==> src/common/armsg_pkg.sv <==
/*
 * Constants for the access-right and I/O explicit-message service.
 * Assumes both ends share one clock and exchange 16-bit words in order.
 */
// Function
// - Get access right: service 4E, class 306, instance 10
// - Get-right data: program number then monitor time
// - Get-right answer code CE, data size two
// - Write I/O 4D: program, offset, size, data
// - Write I/O answer CD, echo sequence, size two
// - Refresh timer 4F, program only, length eight
// - Refresh answer CF, data size two
// - Release right 50, program number only
// - Release answer D0, data size two
// - Read I/O 4B: offset and size, no program
// - Read answer CB, size four, data follows
// - Request words: length, seq, timeout, len, node/service
// - Timeout word 03E8 in every request
// - Answer echoes the request sequence number
package armsg_pkg;
    localparam logic [7:0]  SVC_GET     = 8'h4e;
    localparam logic [7:0]  SVC_WRITE   = 8'h4d;
    localparam logic [7:0]  SVC_REFRESH = 8'h4f;
    localparam logic [7:0]  SVC_RELEASE = 8'h50;
    localparam logic [7:0]  SVC_READ    = 8'h4b;
    localparam logic [7:0]  SVC_ERROR   = 8'h94;
    localparam logic [7:0]  RESP_BIT    = 8'h80;
    localparam logic [15:0] CLASS_ID    = 16'h0306;
    localparam logic [15:0] INST_ID     = 16'h0010;
    localparam logic [7:0]  NODE_ADDR   = 8'h0a;
    localparam logic [15:0] PROG_NUM    = 16'h5555;
    localparam logic [15:0] MON_TIME    = 16'h003c;
    localparam logic [15:0] TMO_WORD    = 16'h03e8;
    localparam logic [15:0] DSIZE_STD   = 16'h0002;
    localparam logic [15:0] DSIZE_READ  = 16'h0004;
    localparam logic [15:0] RX_HDR_LEN  = 16'h0006;
    localparam logic [15:0] RX_LEN_READ = 16'h0008;
    localparam logic [15:0] TOT_LEN_HDR = 16'h0006;
    localparam logic [15:0] REQ_LEN_HDR = 16'h0006;
    localparam int          MAX_WORDS   = 16;
endpackage : armsg_pkg

==> src/common/armsg_if.sv <==
/*
 * Word link between the requesting master and the service device.
 * Assumes one clock; each word is taken when valid and ready are high.
 */
`timescale 1ns/1ps
interface armsg_if;
    logic        req_valid;
    logic        req_ready;
    logic [15:0] req_word;
    logic        req_last;
    logic        rsp_valid;
    logic        rsp_ready;
    logic [15:0] rsp_word;
    logic        rsp_last;
    modport dev (input req_valid, req_word, req_last, rsp_ready,
                 output req_ready, rsp_valid, rsp_word, rsp_last);
    modport mst (output req_valid, req_word, req_last, rsp_ready,
                 input req_ready, rsp_valid, rsp_word, rsp_last);
endinterface : armsg_if

==> src/rtl/armsg_dev.sv <==
/*
 * Device end: collects a request, checks it, answers with a response.
 * Assumes the master keeps its word layout; I/O is a small word array.
 */
`timescale 1ns/1ps
module armsg_dev
    import armsg_pkg::*;
#(
    parameter int IO_WORDS = 16
) (
    // Clock and reset
    input  wire logic        sys_clk,
    input  wire logic        rst_n,
    // Link
    armsg_if.dev             lnk,
    // User side
    output logic             right_held_q,
    output logic [15:0]      io_out_q,
    output logic             err_seen_q
);
    typedef enum logic [1:0] {
        ST_RX   = 2'b00,
        ST_EVAL = 2'b01,
        ST_TX   = 2'b10
    } armsg_state_type;

    armsg_state_type         state_q;
    armsg_state_type         state_d;
    logic [15:0]             rxbuf_q [MAX_WORDS];
    logic [3:0]              rx_cnt_q;
    logic [2:0]              tx_cnt_q;
    logic [15:0]             io_mem_q [IO_WORDS];
    logic [7:0]              rsp_svc_q;
    logic [15:0]             rsp_dsize_q;
    logic [15:0]             rd_data_q;
    logic                    rsp_valid_q;

    // Field decode from the collected words
    wire [15:0] seq_w   = rxbuf_q[1];
    wire [7:0]  svc_w   = rxbuf_q[4][15:8];
    wire        addr_ok = rxbuf_q[4][7:0] == NODE_ADDR
                          && rxbuf_q[5] == CLASS_ID
                          && rxbuf_q[6] == INST_ID;
    wire        prog_ok = rxbuf_q[7] == PROG_NUM;
    wire [3:0]  wr_idx  = rxbuf_q[8][4:1];
    wire [3:0]  rd_idx  = rxbuf_q[7][4:1];
    wire        take    = lnk.req_valid && state_q == ST_RX;
    wire        send    = rsp_valid_q && lnk.rsp_ready;
    wire        is_get  = svc_w == SVC_GET;
    wire        is_wr   = svc_w == SVC_WRITE;
    wire        is_ref  = svc_w == SVC_REFRESH;
    wire        is_rel  = svc_w == SVC_RELEASE;
    wire        is_rd   = svc_w == SVC_READ;
    // Only get needs no held right; the rest do, read has no program
    wire        ok_w    = addr_ok && ((is_get && prog_ok)
                          || ((is_wr || is_ref || is_rel) && prog_ok
                              && right_held_q)
                          || (is_rd && right_held_q));

    // Control terms shared by the short processes below
    wire        rx_done   = take && lnk.req_last;
    wire        tx_done   = send && lnk.rsp_last;
    wire        in_eval   = state_q == ST_EVAL;
    wire        wr_en     = in_eval && ok_w && is_wr;
    wire        right_set = in_eval && ok_w && is_get;
    wire        right_clr = in_eval && ok_w && is_rel;
    wire        rsp_is_rd = rsp_svc_q == (SVC_READ | RESP_BIT);
    wire [2:0]  tx_last_w = rsp_is_rd ? 3'd4 : 3'd3;
    // Answer code and size; a refused request always reports size two
    wire [7:0]  rsp_svc_d   = ok_w ? (svc_w | RESP_BIT)
                                   : SVC_ERROR;
    wire [15:0] rsp_dsize_d = (ok_w && is_rd) ? DSIZE_READ
                                              : DSIZE_STD;

    assign lnk.req_ready = state_q == ST_RX;
    assign lnk.rsp_valid = rsp_valid_q;
    assign lnk.rsp_last  = tx_cnt_q == tx_last_w;

    // Response words: size, sequence, data size, node/service, read data
    always_comb begin
        unique case (tx_cnt_q)
            3'd0:    lnk.rsp_word = rsp_is_rd ? RX_LEN_READ : RX_HDR_LEN;
            3'd1:    lnk.rsp_word = seq_w;
            3'd2:    lnk.rsp_word = rsp_dsize_q;
            3'd3:    lnk.rsp_word = {rsp_svc_q, NODE_ADDR};
            default: lnk.rsp_word = rd_data_q;
        endcase
    end

    // Collect, spend one cycle judging, then stream the answer
    always_comb begin
        state_d = state_q;
        unique case (state_q)
            ST_RX:   if (rx_done) state_d = ST_EVAL;
            ST_EVAL: state_d = ST_TX;
            default: if (tx_done) state_d = ST_RX;
        endcase
    end

    // State register
    always_ff @(posedge sys_clk or negedge rst_n) begin
        if (!rst_n) begin
            state_q <= ST_RX;
        end else begin
            state_q <= state_d;
        end
    end

    // Word counters; words past the buffer wrap over its start
    always_ff @(posedge sys_clk or negedge rst_n) begin
        if (!rst_n) begin
            rx_cnt_q <= 4'h0;
            tx_cnt_q <= 3'h0;
        end else begin
            if (take)
                rx_cnt_q <= rx_cnt_q + 4'h1;
            else if (in_eval)
                rx_cnt_q <= 4'h0;
            if (in_eval)
                tx_cnt_q <= 3'h0;
            else if (send)
                tx_cnt_q <= tx_cnt_q + 3'h1;
        end
    end

    // Answer fields are frozen at the judging cycle
    always_ff @(posedge sys_clk or negedge rst_n) begin
        if (!rst_n) begin
            rsp_valid_q <= 1'b0;
            rsp_svc_q   <= 8'h00;
            rsp_dsize_q <= 16'h0000;
            rd_data_q   <= 16'h0000;
        end else if (in_eval) begin
            rsp_valid_q <= 1'b1;
            rsp_svc_q   <= rsp_svc_d;
            rsp_dsize_q <= rsp_dsize_d;
            rd_data_q   <= io_mem_q[rd_idx];
        end else if (tx_done) begin
            rsp_valid_q <= 1'b0;
        end
    end

    // Held right and user-side status
    always_ff @(posedge sys_clk or negedge rst_n) begin
        if (!rst_n) begin
            right_held_q <= 1'b0;
            io_out_q     <= 16'h0000;
            err_seen_q   <= 1'b0;
        end else begin
            if (right_set)
                right_held_q <= 1'b1;
            else if (right_clr)
                right_held_q <= 1'b0;
            if (in_eval)
                err_seen_q <= !ok_w;
            if (wr_en)
                io_out_q <= rxbuf_q[10];
        end
    end

    // Buffers have no reset so they map to plain storage; an I/O word
    // read before any write returns an unknown value
    always_ff @(posedge sys_clk) begin
        if (take)
            rxbuf_q[rx_cnt_q] <= lnk.req_word;
        if (wr_en)
            io_mem_q[wr_idx] <= rxbuf_q[10];
    end
endmodule : armsg_dev

==> src/flat_wrapper.sv <==
// flat-port wrapper written by rule: the top's interface ports become plain ports
module armsg_dev_flat import armsg_pkg::*;
#(
    parameter int IO_WORDS = 16
)
  (sys_clk, rst_n, right_held_q, io_out_q, err_seen_q, lnk_req_valid, lnk_req_word, lnk_req_last, lnk_rsp_ready, lnk_req_ready, lnk_rsp_valid, lnk_rsp_word, lnk_rsp_last);
  armsg_if lnk_i ();
  input  wire logic sys_clk;
  input  wire logic rst_n;
  output logic right_held_q;
  output logic [15:0] io_out_q;
  output logic err_seen_q;
  input wire logic [$bits(lnk_i.req_valid)-1:0] lnk_req_valid;
  input wire logic [$bits(lnk_i.req_word)-1:0] lnk_req_word;
  input wire logic [$bits(lnk_i.req_last)-1:0] lnk_req_last;
  input wire logic [$bits(lnk_i.rsp_ready)-1:0] lnk_rsp_ready;
  output wire logic [$bits(lnk_i.req_ready)-1:0] lnk_req_ready;
  output wire logic [$bits(lnk_i.rsp_valid)-1:0] lnk_rsp_valid;
  output wire logic [$bits(lnk_i.rsp_word)-1:0] lnk_rsp_word;
  output wire logic [$bits(lnk_i.rsp_last)-1:0] lnk_rsp_last;
  assign lnk_i.req_valid = lnk_req_valid;
  assign lnk_i.req_word = lnk_req_word;
  assign lnk_i.req_last = lnk_req_last;
  assign lnk_i.rsp_ready = lnk_rsp_ready;
  assign lnk_req_ready = lnk_i.req_ready;
  assign lnk_rsp_valid = lnk_i.rsp_valid;
  assign lnk_rsp_word = lnk_i.rsp_word;
  assign lnk_rsp_last = lnk_i.rsp_last;
  armsg_dev #(.IO_WORDS(IO_WORDS)) u_core (.sys_clk(sys_clk), .rst_n(rst_n), .lnk(lnk_i), .right_held_q(right_held_q), .io_out_q(io_out_q), .err_seen_q(err_seen_q));
endmodule
==> config.mk <==
export PLATFORM = sky130hd
export DESIGN_NAME = armsg_dev_flat
export DESIGN_NICKNAME = d
export VERILOG_FILES = /design/src/common/armsg_pkg.sv /design/src/common/armsg_if.sv /design/src/rtl/armsg_dev.sv /design/src/flat_wrapper.sv
export SDC_FILE = /design/constraint.sdc
export NUM_CORES = 1
export LEC_CHECK = 0
export BUFFER_PORTS_ARGS = -buffer_cell sky130_fd_sc_hd__buf_4
export CAP_MARGIN = 20
export CORE_MARGIN = 2
export CORE_UTILIZATION = 46
export CTS_CLUSTER_DIAMETER = 200
export DETAILED_ROUTE_END_ITERATION = 8
export HOLD_SLACK_MARGIN = 0.08
export PLACE_DENSITY = 0.73
export SKIP_LAST_GASP = 1
export SLEW_MARGIN = 10
export SYNTH_ARGS = -nofsm -noshare
export SYNTH_HDL_FRONTEND = slang
export SYNTH_SLANG_ARGS = --single-unit
==> constraint.sdc <==
create_clock -name sys_clk -period 4.4 [get_ports sys_clk]
set_input_delay 0.66 -clock sys_clk [delete_from_list [all_inputs] [get_ports sys_clk]]
set_output_delay 0.66 -clock sys_clk [all_outputs]
set_load 0.02 [all_outputs]
# Yosys cells after proc, flatten, opt, wreduce, memory -nomap -nowiden
# Memories as Yosys holds them, arrays and structs flattened. A register that Yosys moved wholly into a read port is not among the register bits.
# Index checks and enable logic that the tools add are counted.
# totals
register_bits	52
ram_bits	512
out_inout_bits	37
n_memories	2
# classes
addsub	2
eq_ne	16
mux	20
n_reduce_logical	30
# mem_list
name	words	word_bits	read_ports	rd_ports_with_merged_regs	write_ports	line	source
u_core.io_mem_q	16	16	1	1	1	armsg_dev.sv:32	logic [15:0] io_mem_q [IO_WORDS];
u_core.rxbuf_q	16	16	7	0	1	armsg_dev.sv:29	logic [15:0] rxbuf_q [MAX_WORDS];
# ops
op	n
$pmux W16 S4	1
$eq A8 B7 Y1 const B	5
$eq A16 B10 Y1 const B	1
$eq A16 B15 Y1 const B	1
$eq A16 B5 Y1 const B	1
$logic_and A1 B1 Y1	16
$mux W3	4
$mux W4	3
$eq A8 B4 Y1 const B	1
$eq A8 B8 Y1 const B	1
$mux W1	8
$reduce_bool A2 Y1	4
$mux W7	1
$eq A3 B2 Y1 const B	2
$add A4 B1 Y4 const B	1
$logic_or A1 B1 Y1	4
$mux W2	2
$pmux W2 S2	1
$add A3 B1 Y3 const B	1
$eq A3 B1 Y1 const B	1
$eq A3 B3 Y1	1
$logic_not A3 Y1	1
$reduce_bool A3 Y1	1
$eq A2 B1 Y1 const B	1
other kinds (4)	5

# Longest topological paths before layout
# An unclocked memory read counts as a cell.
# depth
depth_word	13
mapped_depth	7
ltp_nobuf	5

# Least setup slack after synthesis
# Ideal clock, no wire load.
# synth_timing
path_type	register to register
start	memory u_core.rxbuf_q[6][3]
end	memory u_core.io_mem_q[10][0], enable pin
t_arrival_ns	3.445
t_required_ns	3.964
path_slack_ns	0.519
stages_incl_launch_ff	6
n_path_buf	0
period_less_slack_ns	3.881
cell_sequence	edfxtp_1 > nor4b_2 > nand3_1 > or4_4 > a211o_4 > nor4b_1
# synth_lines
item	line
from (decl)	armsg_dev.sv:29
to (decl)	armsg_dev.sv:32

# Worst setup path after layout
# layout_timing
start	register u_core.tx_cnt_q[2]
end	output port lnk_rsp_word[15]
# layout_via
elab_chain_cells	2
elab_cells_between_ends	5
classes_between	3 x eq/ne; 1 x mux; 1 x reduce/logical
# layout_lines
item	line	source
from (decl)	armsg_dev.sv:31	logic [2:0] tx_cnt_q;
from (signal assigned)	armsg_dev.sv:122	tx_cnt_q <= tx_cnt_q + 3'h1;
$eq A3 B2 Y1, or another cell as far along	armsg_dev.sv:81	unique case (tx_cnt_q)
$pmux W16 S4 (*)	armsg_dev.sv:81	
to (decl)	flat_wrapper.sv:19	output wire logic [$bits(lnk_i.rsp_word)-1:0] lnk_rsp_word;
# Every way passes the cells marked *; elsewhere a longest branch is shown, timed or not.

==> metrics.cfg <==
[run_status]
status = finished, final reports clean

[power_and_ir_drop]
intPower_mw = 6.731
power_density_nw_per_um2 = 478.9
comb_power_share_pct = 8.7
p_leak_nw = 6.255
netSwitchingFraction_pct = 23.01
p_switching_mw = 2.012
p_total_mw = 8.743
clockPowerShare_pct = 40.6
vdd_ir_drop_max_mv = 0.3452
seq_power_share_pct = 50.7

[clocking]
cts.clk_slew.worst_paths_ns = 0.06
clock_path_buffers = 3
cts_made_buffers = 40
cts.sinks = 410
root_buffer = clkbuf_16
cts_tree = built
ctsHtreeMaxLevel = 2
postCtsHoldBufs = 0
post_cts_buffers = 0
worstSkewPairLatency_ns = 0.53
ctsResizeCount = 0

[synthesis]
synth_common_cells = edfxtp_1 (356), nand2_1 (55), dfrtp_1 (54)
ys_async_sr_fraction_pct = 13.17
synth_area_um2 = 15730
yosysMostFrequentCell = edfxtp_1
ys.flop_type = edfxtp_1
ys_ff_latch = 410
seq_area_frac_synth_pct = 76.55
yosysUniqueCellTypes = 56
synth_area_leader_cell = edfxtp_1
synth.top_cell.area_share_pct = 67.96
synth_edf_count = 356
syn_inst = 843
syn_area_per_cell_um2 = 18.66
syn_nets = 873
netlist_top_cells_area = edfxtp_1 (68%), dfrtp_1 (8.6%), mux4_2 (6.9%)
ys.warnings.count = 0

[grt]
grt_pass1_vias = 8275
track_usage_pct = 19.54
grt_first_pass_wirelength_um = 51980
grt_antenna_before_repair = 2
grt-ovfl-total = 0
grt_max_degree = 55

[layout]
antenna-diode-count = 0
nFillCells = 2524
nets = 963
drive_gt1_share_pct = 25.60
syn2layout_area_growth_pct = 16.05

[die]
boundaryPins = 58
die_y_um = 188.9
core_um2 = 33620
dieArea_um2 = 35690
row_count = 67
start_util_pct = 46.79
die_x_um = 188.9

[timing]
slew_headroom_pct = 38.14
tightest_slew_ns = 0.9279
post-route-period-util_pct = 74.64
grt_setup_unrepaired = no
report.final.hold_viol_count = 0
drv_slew = 0
period_needed_ns = 3.284
max_freq_mhz = 304.5
fin_tns_setup_ns = 0
timing.clock.skew_ns = 0.03110
setup_viol = 0

[route]
drt_pre_antenna_iters = 5
vias = 8225
drt_iter0_markers = 876
ant_nets = 0
drc = 0
post_drt_wl_per_cell_um = 24.54
vias_per_cell = 5.821
wirelength_um = 34680

[setup_path]
critPathMostFrequentCell = buf_4
path_class = reg2out
critPathSlowestCell = ha_1
critPathRequiredTime_ns = 3.74
cp_max_fo = 29
worst_setup_path_start_kind = flip-flop
crit_path_end_kind = primary output
cp_data_arrival_time_ns = 2.62
cp_slowest_stage_delay_ns = 0.43
path_cells = buf_4 > clkinv_1 > ha_1 > a22oi_1 > o21ai_0 > buf_4

[min_path]
hold_path.class = in2async

[placement]
hpwl_um = 21300
io_buffer_count = 57
place.gp.congestion = 0.8216

[job]
cap_viol_max_count = 0

==> per-stage QoR <==
step           cells  setup slack, ns  hold slack [ns]  util [%]  cell area (um2)
2_1_floorplan    843           0.5189           0.3644         -            15730
4_1_cts         1413            1.084           0.2377     54.30            18260
3_5_place_dp    1339            1.239           0.4741     50.18            16870
3_3_place_gp    1339            1.238           0.4717     50.18            16870
6_report        1413            1.116           0.1778     54.30            18260
5_1_grt         1413           0.9426           0.2310     54.30            18260
==> state kept, by name, summed over array words and instances (netlist names) <==
signal,cells
u_core.io_mem_q,256
u_core.rxbuf_q,100
u_core.rsp_dsize_q,2
u_core.rx_cnt_q,4
u_core.rsp_svc_q,8
u_core.tx_cnt_q,3
u_core.lnk.rsp_valid,1
u_core.state_q,2
u_core.err_seen_q,1
u_core.right_held_q,1
u_core.rd_data_q,16
u_core.io_out_q,16
==> cell families (layout without fill, tap and decap cells) <==
family	count (synthesis)	after routing	share of synthesized area, %
simple gates	156	156	5.640
xor+xnor	2	2	0.1114
buf+inv	54	176	1.559
fa+ha+maj	9	9	0.7159
compound gates	115	115	5.067
flops	410	410	76.55
mux	97	97	10.36
==> final cells by class <==
type	instances	area (um2)	share of cell area (%)
sequential	410	12040	65.96
timing repair buffer	89	668.1	3.660
inverter	13	48.80	0.2673
tap	448	560.5	3.071
clock inverter	24	255.2	1.398
multi-input combinational	379	3548	19.44
clock buffer	50	1132	6.203
==> path summary, 6_finish.rpt <==
check	startpoint	endpoint	slack (ns)	cells past startpoint
max reg2reg	u_core.rxbuf_q[5][7]$_DFFE_PP_	u_core.io_mem_q[7][2]$_DFFE_PP_	1.18	6
min	rst_n	u_core.io_out_q[13]$_DFFE_PN0P_	0.18	1
min in group sys_clk	lnk_req_last	u_core.state_q[0]$_DFFE_PN0P_	0.37	3
max	u_core.tx_cnt_q[2]$_DFFE_PN0P_	lnk_rsp_word[15]	1.12	6
min reg2reg	u_core.rsp_dsize_q[2]$_DFFE_PN0P_	u_core.rsp_dsize_q[2]$_DFFE_PN0P_	0.49	2
max in group asynchronous	rst_n	u_core.rsp_dsize_q[1]$_DFFE_PN0P_	3.61	1
==> cell usage in the layout (no fill, tap or decap), types with 3 or more instances in the layout <==
master / instances
o22ai_1: 17
clkbuf_8: 3
nor2b_1: 3
nand2_1: 55
ha_1: 9
mux2_2: 6
nor4b_2: 5
nor4bb_1: 3
mux2i_1: 33
and2_1: 6
buf_4: 89
mux2_4: 10
clkinv_2: 8
o21ai_0: 20
nand4_1: 6
edfxtp_1: 356
nor4_2: 10
clkbuf_16: 43
nor2_1: 12
o221ai_1: 16
nand3_1: 6
a22oi_1: 9
mux4_2: 48
o31ai_1: 18
nor4b_1: 3
bufinv_16: 5
clkbuf_1: 4
inv_1: 12
nand2b_1: 24
dfrtp_1: 54
a21oi_1: 20
nor3_2: 5
clkinv_1: 8
==> power by group through the flow <==
stage / logic (mW) / registers (mW) / clock network [mW]
after floorplan: 0.444 / 4.47 / 0
after global placement: 0.751 / 4.51 / 0
after detailed placement: 0.764 / 4.51 / 0
after CTS: 0.768 / 4.43 / 3.59
after global routing: 0.836 / 4.45 / 3.75
final: 0.760 / 4.43 / 3.55
==> worst max-delay path: cells and delay by family (launching register included) <==
family,cells,cell delay [ns]
compound gates,2,0.54
fa+ha+maj,1,0.43
buf+inv,3,0.79
flops,1,0.32
==> per-layer routing <==
metal | track usage [%] | up-vias | part of all wire (%)
met4 | 4.567 | 0 | 1.9
li1 | - | 3557 | -
met1 | 28.66 | 4253 | 43
met5 | 0 | - | 0
met3 | 3.577 | 49 | 7.9
met2 | 30.74 | 366 | 48
Power figures use the tool's default switching activity.
